`src/include/bsp_pkg.sv`:
```
package bsp_pkg;

    // Clock-stop field encodings and the tx clock polarity paired with each
    localparam logic [1:0] STOP_LATE = 2'h3;
    localparam logic [1:0] STOP_EARLY = 2'h2;
    localparam logic POL_LATE = 1'h0;
    localparam logic POL_EARLY = 1'h1;

    // Required slave generator setting: CPU clock / 4, divider 1
    localparam logic SLAVE_SRC_CPU = 1'h1;
    localparam logic [7:0] SLAVE_DIVIDER = 8'h01;

    // Generator input period in CPU clocks when fed from the CPU clock
    localparam int SRG_CPU_DIV = 4;
    localparam int HALF_TICK_CLKS = SRG_CPU_DIV / 2;
    localparam logic [1:0] HALF_TICK_LAST = 2'(HALF_TICK_CLKS - 1);

    // Slave output windows, in CPU clock periods
    localparam int SLV_FIRST_MIN_P = 8;
    localparam int SLV_FIRST_MAX_P = 16;
    localparam int SLV_SHIFT_MIN_P = 12;
    localparam int SLV_SHIFT_MAX_P = 20;
    localparam int SLV_RELEASE_MIN_P = 4;
    localparam int SLV_RELEASE_MAX_P = 12;
    // Pin to internal event latency of synchroniser and edge detect
    localparam int SYNC_LAT = 3;
    localparam int SLV_FIRST_DLY = (SLV_FIRST_MIN_P + SLV_FIRST_MAX_P) / 2 - SYNC_LAT;
    localparam int SLV_SHIFT_DLY = (SLV_SHIFT_MIN_P + SLV_SHIFT_MAX_P) / 2 - SYNC_LAT;
    localparam int SLV_RELEASE_DLY = (SLV_RELEASE_MIN_P + SLV_RELEASE_MAX_P) / 2 - SYNC_LAT;

    typedef struct packed {
        logic [1:0] clock_stop_select;
        logic tx_clock_polarity;
        logic srg_input_source_select;
        logic [7:0] srg_divider;
        logic rx_sync_polarity;
        logic tx_sync_polarity;
        logic tx_clock_source_mode;
        logic rx_clock_source_mode;
        logic tx_sync_source_mode;
        logic rx_sync_source_mode;
    } bsp_cfg_t;

    typedef enum logic [2:0] {M_IDLE, M_LEAD, M_LOW, M_HIGH, M_TAIL} bsp_mst_state_t;

    // Phase lengths in half generator-input periods
    function automatic logic [8:0] bsp_high_half(input logic [7:0] div);
        if (div != 8'h00 && !div[0]) begin
            return {1'b0, div} + 9'h002;
        end
        return {1'b0, div} + 9'h001;
    endfunction

    function automatic logic [8:0] bsp_low_half(input logic [7:0] div);
        if (div != 8'h00 && !div[0]) begin
            return {1'b0, div};
        end
        return {1'b0, div} + 9'h001;
    endfunction

endpackage

```
`src/hdl/bsp_buf2.sv`:
```
`timescale 1ns/1ns
module bsp_buf2 #(
    parameter int WIDTH = 8,
    parameter int DEPTH = 2
) (
    input wire logic clk_i,
    input wire logic reset_n_i,
    input wire logic s_valid_i,
    output logic s_ready_o,
    input wire logic [WIDTH-1:0] s_data_i,
    output logic m_valid_o,
    input wire logic m_ready_i,
    output logic [WIDTH-1:0] m_data_o
);
    localparam int PTR_W = (DEPTH > 1) ? $clog2(DEPTH) : 1;
    localparam int CNT_W = $clog2(DEPTH + 1);
    localparam logic [PTR_W-1:0] PTR_LAST = PTR_W'(DEPTH - 1);
    localparam logic [CNT_W-1:0] CNT_FULL = CNT_W'(DEPTH);

    logic [WIDTH-1:0] mem [DEPTH];
    logic [WIDTH-1:0] next_mem [DEPTH];
    logic [PTR_W-1:0] wr_ptr, next_wr_ptr, rd_ptr, next_rd_ptr;
    logic [CNT_W-1:0] count, next_count;
    logic push, pop;

    assign s_ready_o = count != CNT_FULL;
    assign m_valid_o = count != '0;
    assign m_data_o = mem[rd_ptr];

    always_comb begin
        next_mem = mem;
        next_wr_ptr = wr_ptr;
        next_rd_ptr = rd_ptr;
        next_count = count;
        push = s_valid_i && s_ready_o;
        pop = m_valid_o && m_ready_i;
        if (push) begin
            next_mem[wr_ptr] = s_data_i;
            next_wr_ptr = (wr_ptr == PTR_LAST) ? '0 : wr_ptr + 1'b1;
        end
        if (pop) begin
            next_rd_ptr = (rd_ptr == PTR_LAST) ? '0 : rd_ptr + 1'b1;
        end
        if (push && !pop) begin
            next_count = count + 1'b1;
        end else if (pop && !push) begin
            next_count = count - 1'b1;
        end
    end

    always_ff @(posedge clk_i or negedge reset_n_i) begin
        if (!reset_n_i) begin
            mem <= '{default: '0};
            wr_ptr <= '0;
            rd_ptr <= '0;
            count <= '0;
        end else begin
            mem <= next_mem;
            wr_ptr <= next_wr_ptr;
            rd_ptr <= next_rd_ptr;
            count <= next_count;
        end
    end

endmodule

```
`src/hdl/bsp_spi.sv`:
```
`timescale 1ns/1ns
// Operation
// - Support 11b with polarity 0 and 10b with polarity 1, master or slave.
// - Slave needs generator from CPU clock with divider 1, i.e. CPU/4.
// - Generator input period is four CPU clocks, or the external clock period.
// - Bit clock period is divider plus one input periods.
// - High phase: divider/2+1 if even and non-zero, else (divider+1)/2 input periods.
// - Low phase: divider/2 if even and non-zero, else (divider+1)/2 input periods.
// - Both sync polarities set; master drives select as active-low output.
// - Slave inverts active-low selects from both frame sync pins.
// - Master: tx clock and sync source modes 1, rx modes 0.
// - Slave: all four source mode bits 0, clock and select external.
// - Select falls before the first rising edge; transfer starts there.
// - Incoming data sampled on rising bit clock edge.
// - Outgoing data changes after falling edge; slave 12 to 20 cycles later.
// - Master 11b: select low one full period before first rising edge.
// - Master 11b: select held low one low phase after final falling edge.
// - 11b first bit: master high phase after select; slave 8-16 cycles.
// - Master 10b: select low one high phase before first falling edge.
// - Master 10b: select low one full period after final rising edge.
// - Master 10b: data released one high phase after last rising edge.
// - Slave 10b: data released 4 to 12 cycles after select rises.
module bsp_spi
    import bsp_pkg::*;
#(
    parameter int WORD_W = 8,
    parameter int BUF_DEPTH = 2
) (
    input wire logic clk_i,
    input wire logic reset_n_i,
    input wire logic enable_i,
    input wire bsp_cfg_t cfg_i,
    input wire logic srg_ext_clock_i,
    input wire logic tx_bit_clock_pin_i,
    output logic tx_bit_clock_pin_o,
    output logic tx_bit_clock_pin_oe_o,
    input wire logic tx_frame_sync_pin_i,
    output logic tx_frame_sync_pin_o,
    output logic tx_frame_sync_pin_oe_o,
    input wire logic rx_frame_sync_pin_i,
    input wire logic serial_data_in_i,
    output logic serial_data_out_o,
    output logic serial_data_out_oe_o,
    input wire logic [WORD_W-1:0] tx_data_i,
    input wire logic tx_valid_i,
    output logic tx_ready_o,
    output logic [WORD_W-1:0] rx_data_o,
    output logic rx_valid_o,
    input wire logic rx_ready_i,
    output logic busy_o,
    output logic config_error_o,
    output logic rx_overrun_o
);
    localparam int CNT_W = $clog2(WORD_W);
    localparam logic [CNT_W-1:0] LAST_BIT = CNT_W'(WORD_W - 1);

    ////////////////////////////////////////////////////////////////////////////////
    logic variant_late, variant_ok, is_master, is_slave, cfg_ok, run;
    logic [8:0] hi_len, lo_len;

    always_comb begin
        variant_late = cfg_i.clock_stop_select == STOP_LATE;
        variant_ok = (variant_late && cfg_i.tx_clock_polarity == POL_LATE) ||
            (cfg_i.clock_stop_select == STOP_EARLY &&
            cfg_i.tx_clock_polarity == POL_EARLY);
        is_master = cfg_i.tx_clock_source_mode && cfg_i.tx_sync_source_mode &&
            !cfg_i.rx_clock_source_mode && !cfg_i.rx_sync_source_mode;
        is_slave = !cfg_i.tx_clock_source_mode && !cfg_i.tx_sync_source_mode &&
            !cfg_i.rx_clock_source_mode && !cfg_i.rx_sync_source_mode &&
            cfg_i.srg_input_source_select == SLAVE_SRC_CPU &&
            cfg_i.srg_divider == SLAVE_DIVIDER;
        cfg_ok = variant_ok && cfg_i.rx_sync_polarity && cfg_i.tx_sync_polarity &&
            (is_master || is_slave);
        run = enable_i && cfg_ok;
        hi_len = bsp_high_half(cfg_i.srg_divider);
        lo_len = bsp_low_half(cfg_i.srg_divider);
    end

    assign config_error_o = !cfg_ok;

    ////////////////////////////////////////////////////////////////////////////////
    // Pin synchronisers; stage 1 feeds stage 2 only
    logic ck_s1, ck_s2, ck_s3, tfs_s1, tfs_s2, tfs_s3, rfs_s1, rfs_s2, rfs_s3;
    logic dr_s1, dr_s2, ext_s1, ext_s2, ext_s3;

    always_ff @(posedge clk_i or negedge reset_n_i) begin
        if (!reset_n_i) begin
            {ck_s1, ck_s2, ck_s3, dr_s1, dr_s2, ext_s1, ext_s2, ext_s3} <= 8'h00;
            {tfs_s1, tfs_s2, tfs_s3, rfs_s1, rfs_s2, rfs_s3} <= 6'h3f;
        end else begin
            {ck_s3, ck_s2, ck_s1} <= {ck_s2, ck_s1, tx_bit_clock_pin_i};
            {tfs_s3, tfs_s2, tfs_s1} <= {tfs_s2, tfs_s1, tx_frame_sync_pin_i};
            {rfs_s3, rfs_s2, rfs_s1} <= {rfs_s2, rfs_s1, rx_frame_sync_pin_i};
            {dr_s2, dr_s1} <= {dr_s1, serial_data_in_i};
            {ext_s3, ext_s2, ext_s1} <= {ext_s2, ext_s1, srg_ext_clock_i};
        end
    end

    ////////////////////////////////////////////////////////////////////////////////
    bsp_mst_state_t mst_state, next_mst_state;
    logic [1:0] pre, next_pre;
    logic [8:0] phase, next_phase;
    logic [CNT_W-1:0] bit_cnt, next_bit_cnt;
    logic [WORD_W-1:0] tx_sr, next_tx_sr, rx_sr, next_rx_sr, push_data, next_push_data;
    logic clk_pin, next_clk_pin, sel_pin, next_sel_pin, dout, next_dout;
    logic dout_oe, next_dout_oe, push_valid, next_push_valid, overrun, next_overrun;
    logic rise_seen, next_rise_seen;
    logic [SLV_FIRST_DLY-1:0] first_pipe, next_first_pipe;
    logic [SLV_SHIFT_DLY-1:0] shift_pipe, next_shift_pipe;
    logic [SLV_RELEASE_DLY-1:0] rel_pipe, next_rel_pipe;
    logic half_tick, mst_sample, buf_ready, slv_tx_sel, slv_rx_sel, shift_fire;

    always_comb begin
        next_mst_state = mst_state;
        next_phase = phase;
        next_bit_cnt = bit_cnt;
        next_tx_sr = tx_sr;
        next_rx_sr = rx_sr;
        next_push_data = push_data;
        next_clk_pin = clk_pin;
        next_sel_pin = sel_pin;
        next_dout = dout;
        next_dout_oe = dout_oe;
        next_rise_seen = rise_seen;
        next_push_valid = 1'b0;
        next_overrun = 1'b0;
        tx_ready_o = 1'b0;
        mst_sample = 1'b0;
        next_first_pipe = {first_pipe[SLV_FIRST_DLY-2:0], 1'b0};
        next_shift_pipe = {shift_pipe[SLV_SHIFT_DLY-2:0], 1'b0};
        next_rel_pipe = {rel_pipe[SLV_RELEASE_DLY-2:0], 1'b0};
        shift_fire = shift_pipe[SLV_SHIFT_DLY-1];
        slv_tx_sel = !tfs_s2;
        slv_rx_sel = !rfs_s2;
        // Prescaler restarts each frame so phase lengths are exact
        next_pre = (mst_state == M_IDLE || pre == HALF_TICK_LAST) ? 2'h0 : pre + 2'h1;
        half_tick = cfg_i.srg_input_source_select ? (pre == HALF_TICK_LAST) :
            (ext_s2 != ext_s3);

        // Master: each phase counts half generator-input periods
        case (mst_state)
            M_IDLE: begin
                next_clk_pin = cfg_i.tx_clock_polarity;
                if (run && is_master && tx_valid_i && buf_ready) begin
                    tx_ready_o = 1'b1;
                    next_tx_sr = tx_data_i;
                    next_bit_cnt = '0;
                    next_sel_pin = 1'b0;
                    next_phase = hi_len - 9'h001;
                    next_mst_state = M_LEAD;
                end
            end
            M_LEAD: begin
                if (half_tick && phase == 9'h000) begin
                    next_dout = tx_sr[WORD_W-1];
                    next_dout_oe = 1'b1;
                    next_clk_pin = 1'b0;
                    next_phase = lo_len - 9'h001;
                    next_mst_state = M_LOW;
                end else if (half_tick) begin
                    next_phase = phase - 9'h001;
                end
            end
            M_LOW: begin
                if (half_tick && phase == 9'h000) begin
                    mst_sample = 1'b1;
                    next_rx_sr = {rx_sr[WORD_W-2:0], serial_data_in_i};
                    next_clk_pin = 1'b1;
                    next_phase = hi_len - 9'h001;
                    next_mst_state = M_HIGH;
                end else if (half_tick) begin
                    next_phase = phase - 9'h001;
                end
            end
            M_HIGH: begin
                if (half_tick && phase == 9'h000) begin
                    next_phase = lo_len - 9'h001;
                    if (bit_cnt == LAST_BIT) begin
                        next_dout_oe = 1'b0;
                        next_push_valid = 1'b1;
                        next_push_data = rx_sr;
                        next_clk_pin = !variant_late;
                        next_mst_state = M_TAIL;
                    end else begin
                        next_bit_cnt = bit_cnt + 1'b1;
                        next_tx_sr = tx_sr << 1;
                        next_dout = tx_sr[WORD_W-2];
                        next_clk_pin = 1'b0;
                        next_mst_state = M_LOW;
                    end
                end else if (half_tick) begin
                    next_phase = phase - 9'h001;
                end
            end
            M_TAIL: begin
                if (half_tick && phase == 9'h000) begin
                    next_sel_pin = 1'b1;
                    next_mst_state = M_IDLE;
                end else if (half_tick) begin
                    next_phase = phase - 9'h001;
                end
            end
            default: begin
                next_mst_state = M_IDLE;
            end
        endcase
        if (!run && mst_state != M_IDLE) begin
            next_mst_state = M_IDLE;
            next_sel_pin = 1'b1;
            next_dout_oe = 1'b0;
        end

        // Slave: events enter delay lines; many may be in flight at once
        if (run && is_slave) begin
            if (slv_tx_sel && tfs_s3) begin
                tx_ready_o = tx_valid_i;
                next_tx_sr = tx_valid_i ? tx_data_i : '0;
                next_rise_seen = 1'b0;
                next_first_pipe[0] = 1'b1;
            end
            if (!slv_tx_sel && !tfs_s3) begin
                next_rel_pipe[0] = 1'b1;
            end
            // No shift on a fall before the first rise, or 10b skips bit 0
            if (!ck_s2 && ck_s3 && rise_seen && slv_tx_sel) begin
                next_shift_pipe[0] = 1'b1;
            end
            if (ck_s2 && !ck_s3 && slv_tx_sel) begin
                next_rise_seen = 1'b1;
            end
            if (slv_rx_sel && rfs_s3) begin
                next_bit_cnt = '0;
            end else if (ck_s2 && !ck_s3 && slv_rx_sel) begin
                next_rx_sr = {rx_sr[WORD_W-2:0], dr_s2};
                next_bit_cnt = bit_cnt + 1'b1;
                if (bit_cnt == LAST_BIT) begin
                    next_bit_cnt = '0;
                    next_push_valid = buf_ready;
                    next_overrun = !buf_ready;
                    next_push_data = {rx_sr[WORD_W-2:0], dr_s2};
                end
            end
        end
        if (first_pipe[SLV_FIRST_DLY-1]) begin
            next_dout = tx_sr[WORD_W-1];
            next_dout_oe = 1'b1;
        end
        if (shift_fire) begin
            next_tx_sr = tx_sr << 1;
            next_dout = tx_sr[WORD_W-2];
        end
        if (rel_pipe[SLV_RELEASE_DLY-1] || (!run && is_slave)) begin
            next_dout_oe = 1'b0;
        end
    end

    always_ff @(posedge clk_i or negedge reset_n_i) begin
        if (!reset_n_i) begin
            mst_state <= M_IDLE;
            pre <= 2'h0;
            phase <= 9'h000;
            bit_cnt <= '0;
            tx_sr <= '0;
            rx_sr <= '0;
            push_data <= '0;
            clk_pin <= 1'b0;
            sel_pin <= 1'b1;
            dout <= 1'b0;
            dout_oe <= 1'b0;
            push_valid <= 1'b0;
            overrun <= 1'b0;
            rise_seen <= 1'b0;
            first_pipe <= '0;
            shift_pipe <= '0;
            rel_pipe <= '0;
        end else begin
            mst_state <= next_mst_state;
            pre <= next_pre;
            phase <= next_phase;
            bit_cnt <= next_bit_cnt;
            tx_sr <= next_tx_sr;
            rx_sr <= next_rx_sr;
            push_data <= next_push_data;
            clk_pin <= next_clk_pin;
            sel_pin <= next_sel_pin;
            dout <= next_dout;
            dout_oe <= next_dout_oe;
            push_valid <= next_push_valid;
            overrun <= next_overrun;
            rise_seen <= next_rise_seen;
            first_pipe <= next_first_pipe;
            shift_pipe <= next_shift_pipe;
            rel_pipe <= next_rel_pipe;
        end
    end

    assign tx_bit_clock_pin_o = clk_pin;
    assign tx_frame_sync_pin_o = sel_pin;
    assign tx_bit_clock_pin_oe_o = run && is_master;
    assign tx_frame_sync_pin_oe_o = run && is_master;
    assign serial_data_out_o = dout;
    assign serial_data_out_oe_o = dout_oe;
    assign busy_o = mst_state != M_IDLE;
    assign rx_overrun_o = overrun;

    // Received words wait here; a master frame waits for space, a slave word is dropped as overrun when full
    bsp_buf2 #(.WIDTH(WORD_W), .DEPTH(BUF_DEPTH)) u_buf (
        .clk_i(clk_i),
        .reset_n_i(reset_n_i),
        .s_valid_i(push_valid),
        .s_ready_o(buf_ready),
        .s_data_i(push_data),
        .m_valid_o(rx_valid_o),
        .m_ready_i(rx_ready_i),
        .m_data_o(rx_data_o)
    );

    ////////////////////////////////////////////////////////////////////////////////
    logic [11:0] sel_cnt, since_edge, h_cyc, l_cyc;
    logic clk_pin_d;

    assign h_cyc = 12'({hi_len, 1'b0});
    assign l_cyc = 12'({lo_len, 1'b0});

    always_ff @(posedge clk_i or negedge reset_n_i) begin
        if (!reset_n_i) begin
            sel_cnt <= 12'h000;
            since_edge <= 12'h000;
            clk_pin_d <= 1'b0;
        end else begin
            sel_cnt <= sel_pin ? 12'h000 : sel_cnt + 12'h001;
            since_edge <= (clk_pin != clk_pin_d) ? 12'h001 : since_edge + 12'h001;
            clk_pin_d <= clk_pin;
        end
    end
endmodule

```
`config.mk`:
```
export PLATFORM = sky130hd
export DESIGN_NAME = bsp_spi
export DESIGN_NICKNAME = d
export VERILOG_FILES = /design/src/include/bsp_pkg.sv /design/src/hdl/bsp_buf2.sv /design/src/hdl/bsp_spi.sv
export SDC_FILE = /design/constraint.sdc
export NUM_CORES = 1
export LEC_CHECK = 0
export BUFFER_PORTS_ARGS = -buffer_cell sky130_fd_sc_hd__buf_2
export CAP_MARGIN = 40
export CORE_AREA = 2 2 114 116
export DETAILED_ROUTE_END_ITERATION = 10
export DIE_AREA = 0 0 116 118
export GPL_ROUTABILITY_DRIVEN = 0
export GPL_TIMING_DRIVEN = 0
export SYNTH_ARGS = -nofsm -noshare
export SYNTH_HDL_FRONTEND = slang
export SYNTH_SLANG_ARGS = --single-unit
export TNS_END_PERCENT = 100
```
`constraint.sdc`:
```
create_clock -name clk_i -period 5.67 [get_ports clk_i]
set_clock_uncertainty 0.05 [all_clocks]
set_input_delay 0.2835 -clock clk_i [delete_from_list [all_inputs] [get_ports clk_i]]
set_output_delay 0.2835 -clock clk_i [all_outputs]
set_load 0.1 [all_outputs]
```
# == Yosys cells after proc, flatten, opt, wreduce, memory -nomap -nowiden ==
# Cells that the tools add are included.
# Widths: inputs -> output; s select.
# totals
output_inout_bits,19
regBits,109
word_cells,258
inputBits,36
# op_classes
addsub,11
reduce_logical,76
eq_ne,27
muxes,102
n_lt_le_gt_ge,3
bitwise,3
# ops
operator,n
$mux 8,23
$mux 9,9
$mux 1,43
$mux 3,14
$logic_and 1x1->1,36
$pmux 9 s4,1
$sub 9x1->9 const B,3
$bwmux 16,1
$logic_not 1->1,16
$pmux 8 s2,1
$ne 5x5->1 const B,3
$pmux 3 s5,1
$ne 3x3->1 const B,4
$ne 4x4->1 const B,3
$reduce_and 4->1,3
$reduce_bool 4->1,3
$ne 2x2->1 const B,5
$add 8x1->9 const B,1
$add 8x2->9 const B,1
$logic_not 9->1,1
$demux 8 s1,1
$eq 8x1->1 const B,1
$reduce_bool 8->1,1
$eq 3x2->1 const B,2
other kinds (28),45

# == Depth between registers and ports, before layout ==
# depth
word_depth,17
mapped_depth,16
ltp_nobuf,15

# == Cells and area by module ==
# A second synthesis with hierarchy kept.
# hier_totals
hier_cells,578
area_unflattened_um2,5943.2
# by_module_without_submodules
module,cells_each,seq_area_each_um2,n_inst,area_per_inst_um2
bsp_spi,518,2235.9,1,4973.5
bsp_buf2,60,500.5,1,969.7

# == Worst setup path before layout ==
# OpenSTA, ideal clock, no wires.
# synth_timing
path_type,input to register
start,input cfg_i[0] (netlist bit)
end,register tx_sr[0]
setup_slack_ns,0.267
n_path_buf,0
cell_stages,7
arrival_time_ns,5.278
path_cell_list,nand4bb_1 -> nor4_1 -> and3_1 -> nand2_1 -> nand2_1 -> a22oi_1 -> nor2_1
# synth_between
elab_chain_cells,15
# synth_rtl
item,line_no,rtl
"start, declared",bsp_spi.sv:32,"input wire bsp_cfg_t cfg_i,"
$logic_not 1->1 *,"bsp_spi.sv:67, bsp_spi.sv:69",
$logic_and 1x1->1 (2 in series),bsp_spi.sv:69,!cfg_i.rx_clock_source_mode && !cfg_i.rx_sync_source_mode &&
$logic_and 1x1->1,bsp_spi.sv:70,cfg_i.srg_input_source_select == SLAVE_SRC_CPU &&
$logic_or 1x1->1,bsp_spi.sv:73,(is_master || is_slave);
$logic_and 1x1->1,bsp_spi.sv:72,cfg_ok = variant_ok && cfg_i.rx_sync_polarity && cfg_i.tx_sync_polarity &&
$logic_and 1x1->1,bsp_spi.sv:74,run = enable_i && cfg_ok;
$logic_and 1x1->1 *,--,
net tx_bit_clock_pin_oe_o,bsp_spi.sv:36,"output logic tx_bit_clock_pin_oe_o,"
$logic_and 1x1->1 * (2 in series),bsp_spi.sv:144,if (run && is_master && tx_valid_i && buf_ready) begin
$mux 8 *,bsp_spi.sv:144,
$pmux 8 s2 *,bsp_spi.sv:141,case (mst_state)
$mux 8,bsp_spi.sv:215,if (slv_tx_sel && tfs_s3) begin
$mux 8 *,bsp_spi.sv:214,if (run && is_slave) begin
$mux 8 *,bsp_spi.sv:248,if (shift_fire) begin
net next_tx_sr[0],bsp_spi.sv:104,"logic [WORD_W-1:0] tx_sr, next_tx_sr, rx_sr, next_rx_sr, push_data, next_push_data;"
"end signal, assigned",bsp_spi.sv:281,tx_sr <= next_tx_sr;
"end, declared",bsp_spi.sv:104,
# The timed path passes the listed nets; every way through them passes the cells marked *.
# A chain may end at the register's enable or synchronous reset.

# == Worst setup path in the final report ==
# layout_timing
start,input cfg_i[6] (netlist bit)
end,register phase[6]
# layout_between
elab_chain_cells,10
# layout_rtl
item,line_no,rtl
branches (longest 10 deep; another with $add 8x2->9),--,
"end signal, assigned",bsp_spi.sv:279,phase <= next_phase;
"end, declared",bsp_spi.sv:102,"logic [8:0] phase, next_phase;"
# Parallel ways; which one is timed is not known. The select of a mux whose other input is x is not followed.

==> impl_metrics.json <==
{
  "endpoint_kind": "flop",
  "n_fill_cell": 1199,
  "cts_tree": "done",
  "peakVddDrop_uv": 174,
  "overflow": 0,
  "syn_area_per_cell_um2": 10.5,
  "final-hold-violation-count": 0,
  "grt.total_usage_pct": 17.9,
  "wl_mm": 11.2,
  "grt_pass1_vias": 3908,
  "clk_path_buf_depth": 2,
  "drt_iter0_markers": 293,
  "multi_input_area_um2": 2540,
  "antenna_found_initial": 0,
  "fp.coreArea_um2": 12400,
  "cts_max_level": 3,
  "synth_warnings": 0,
  "syn_nets": 569,
  "die_h_um": 118,
  "synth_edf_count": 0,
  "cts_setup_buffers": 0,
  "slew_headroom_pct": 42.6,
  "worst_slew_pin_slew_ns": 0.853,
  "ff_latch_area_um2": 2740,
  "fmax_mhz": 313,
  "setup_viol": 0,
  "hold_class": "input port to flop",
  "drv_slew": 0,
  "post-route-min-period_ns": 3.19,
  "holdPathStages": 1,
  "grt_max_degree": 70,
  "dieArea_um2": 13700,
  "crit_arrival_ns": 3.34,
  "clock_latency_ns": 0.35,
  "power_density_nw_per_um2": 242,
  "synth_area_leaders": "dfrtp_1 47%, mux2_2 6.4%, nand2_1 4.5%",
  "p_leak_nw": 2.99,
  "diodes": 0,
  "vias": 4016,
  "drtPass1Iterations": 4,
  "pin_count": 55,
  "area_growth_pct": 15.4,
  "ys_ff_latch": 109,
  "numPortBuffers": 50,
  "dp_cells": 745,
  "start_kind": "input port",
  "synthTopCellsByCount": "102 x dfrtp_1, 65 x nand2_1, 33 x o21ai_0",
  "rsz0062_at_grt": "no",
  "clock-root-buffer": "clkbuf_16",
  "rows": 41,
  "crit_type": "input port to flop",
  "drc": 0,
  "grt_pass1_wl_mm": 19.6,
  "fin_cells": 766,
  "async_flop_share_pct": 100,
  "crit_fanout": 10,
  "whs_ns": 0.0364,
  "wl_per_cell_um": 14.6,
  "start_util_pct": 44.0,
  "routed_via_density": 5.24,
  "cts_hold_buf": 5,
  "nNetsFinal": 638,
  "synth_top_area_cell": "dfrtp_1",
  "dieWidth_um": 116,
  "synth_area_um2": 5470,
  "synth_flop_cell": "dfrtp_1",
  "drive_gt1_share_pct": 21.9,
  "finalSetupTns_ns": 0,
  "period_share_pct": 56.3,
  "clk_pin_slew_ns": 0.06,
  "rr_worst_depth": 9,
  "syn_inst": 520,
  "antenna_left": 0,
  "synth-seq-area-share_pct": 50.1,
  "ys_types": 62,
  "drv_cap": 0,
  "worstPathRequired_ns": 5.82,
  "synth.most_common_cell": "dfrtp_1",
  "clock_sinks": 109,
  "status": "finished, final reports clean",
  "ctsResizeCount": 0,
  "cts_buffers": 9,
  "dpl.hpwl_mm": 8.16,
  "synth_top_area_share_pct": 46.7
}
power by group:
| group | internal, mW | total [mW] | switching (mW) |
|---|---|---|---|
| clock | 0.323 | 0.594 | 0.271 |
| combinational | 0.0506 | 0.128 | 0.0770 |
| sequential | 0.793 | 0.804 | 0.0114 |
| total | 1.17 | 1.53 | 0.360 |
path summary, 6_finish.rpt:
check / start / endpoint / slack [ns]
max: cfg_i[6] / phase[6]$_DFFE_PN0P_ / 2.48
min: serial_data_in_i / dr_s1$_DFF_PN0_ / 0.04
max reg2reg: phase[3]$_DFFE_PN0P_ / tx_sr[4]$_DFF_PN0_ / 2.73
min reg2reg: shift_pipe[5]$_DFF_PN0_ / shift_pipe[6]$_DFF_PN0_ / 0.29
max in group asynchronous: reset_n_i / rfs_s1$_DFF_PN1_ / 4.37
min in group asynchronous: reset_n_i / phase[3]$_DFFE_PN0P_ / 0.42
per-stage QoR:
stage	util, %	area, um^2	total power [mW]	worst slack (ns)
global placement	47.8	5930	0.939	2.24
CTS	50.8	6310	1.55	2.54
floorplan	-	5470	0.893	0.267
global route	50.8	6310	1.60	2.16
finish	50.8	6310	1.53	2.48
detailed placement	48.1	5980	0.944	2.18
flip-flops by register name (all words and copies together) (netlist names), 2 cells and up:
register	cells
u_buf.mem	16
first_pipe	9
phase	9
rel_pipe	5
mst_state	3
tx_sr	8
shift_pipe	13
bit_cnt	3
pre	2
push_data	8
rx_sr	8
u_buf.count	2
cells in the final DEF, fill, tap and decap left out, types with 7 or more instances in the layout:
master / synthesis / layout
dfstp_2: 7 / 7
a21oi_1: 24 / 24
mux2_2: 31 / 31
a31oi_1: 7 / 7
nor2_1: 31 / 31
inv_1: 19 / 19
nand3_1: 11 / 11
xor2_1: 15 / 15
nand4_1: 7 / 7
clkbuf_1: 7 / 9
clkbuf_16: 0 / 9
buf_2: 4 / 54
xnor2_1: 18 / 18
a22oi_1: 8 / 8
dfrtp_1: 102 / 102
o21ai_0: 33 / 33
mux2i_1: 14 / 14
ha_1: 13 / 13
nand2_1: 65 / 65
nor3_1: 16 / 16
cell families after synthesis:
kind of cell | synth area share, %
buf+inv | 3.52
xor+xnor | 5.29
simple gates | 16.7
fa+ha+maj | 2.98
mux | 8.95
compound gates | 12.5
flops | 50.1
worst max-delay path, cell delays in order:
cell and delay (ns):
buf_2 0.17, buf_4 0.19, inv_1 0.09, ha_1 0.24
nor3b_1 0.18, a21oi_1 0.36, nand2_1 0.16, o21ai_0 0.11
ha_1 0.26, nor2b_1 0.17, nand4_1 0.11, o211a_1 0.19
nor2b_1 0.17, nand2_1 0.09, xor2_1 0.17, a222oi_1 0.26
o21ai_0 0.13
area by class of cell:
class	instances	share of cell area, %
clock buffers	13	4.13
repair buffers	58	5.47
clock inverters	3	0.337
inverters	19	1.13
multi-input cells	373	40.2
flip-flops and latches	109	43.4
well taps	172	3.41
plain buffers	19	1.92
routing by layer:
layer | track usage (%) | vias up | part of all wire, %
met5 | 0 | - | 0
met4 | 5.36 | 0 | 1.4
met3 | 3.30 | 12 | 3.7
met2 | 26.0 | 84 | 44
met1 | 27.0 | 1928 | 51
li1 | - | 1992 | -
(Power assumes the default switching activity.)
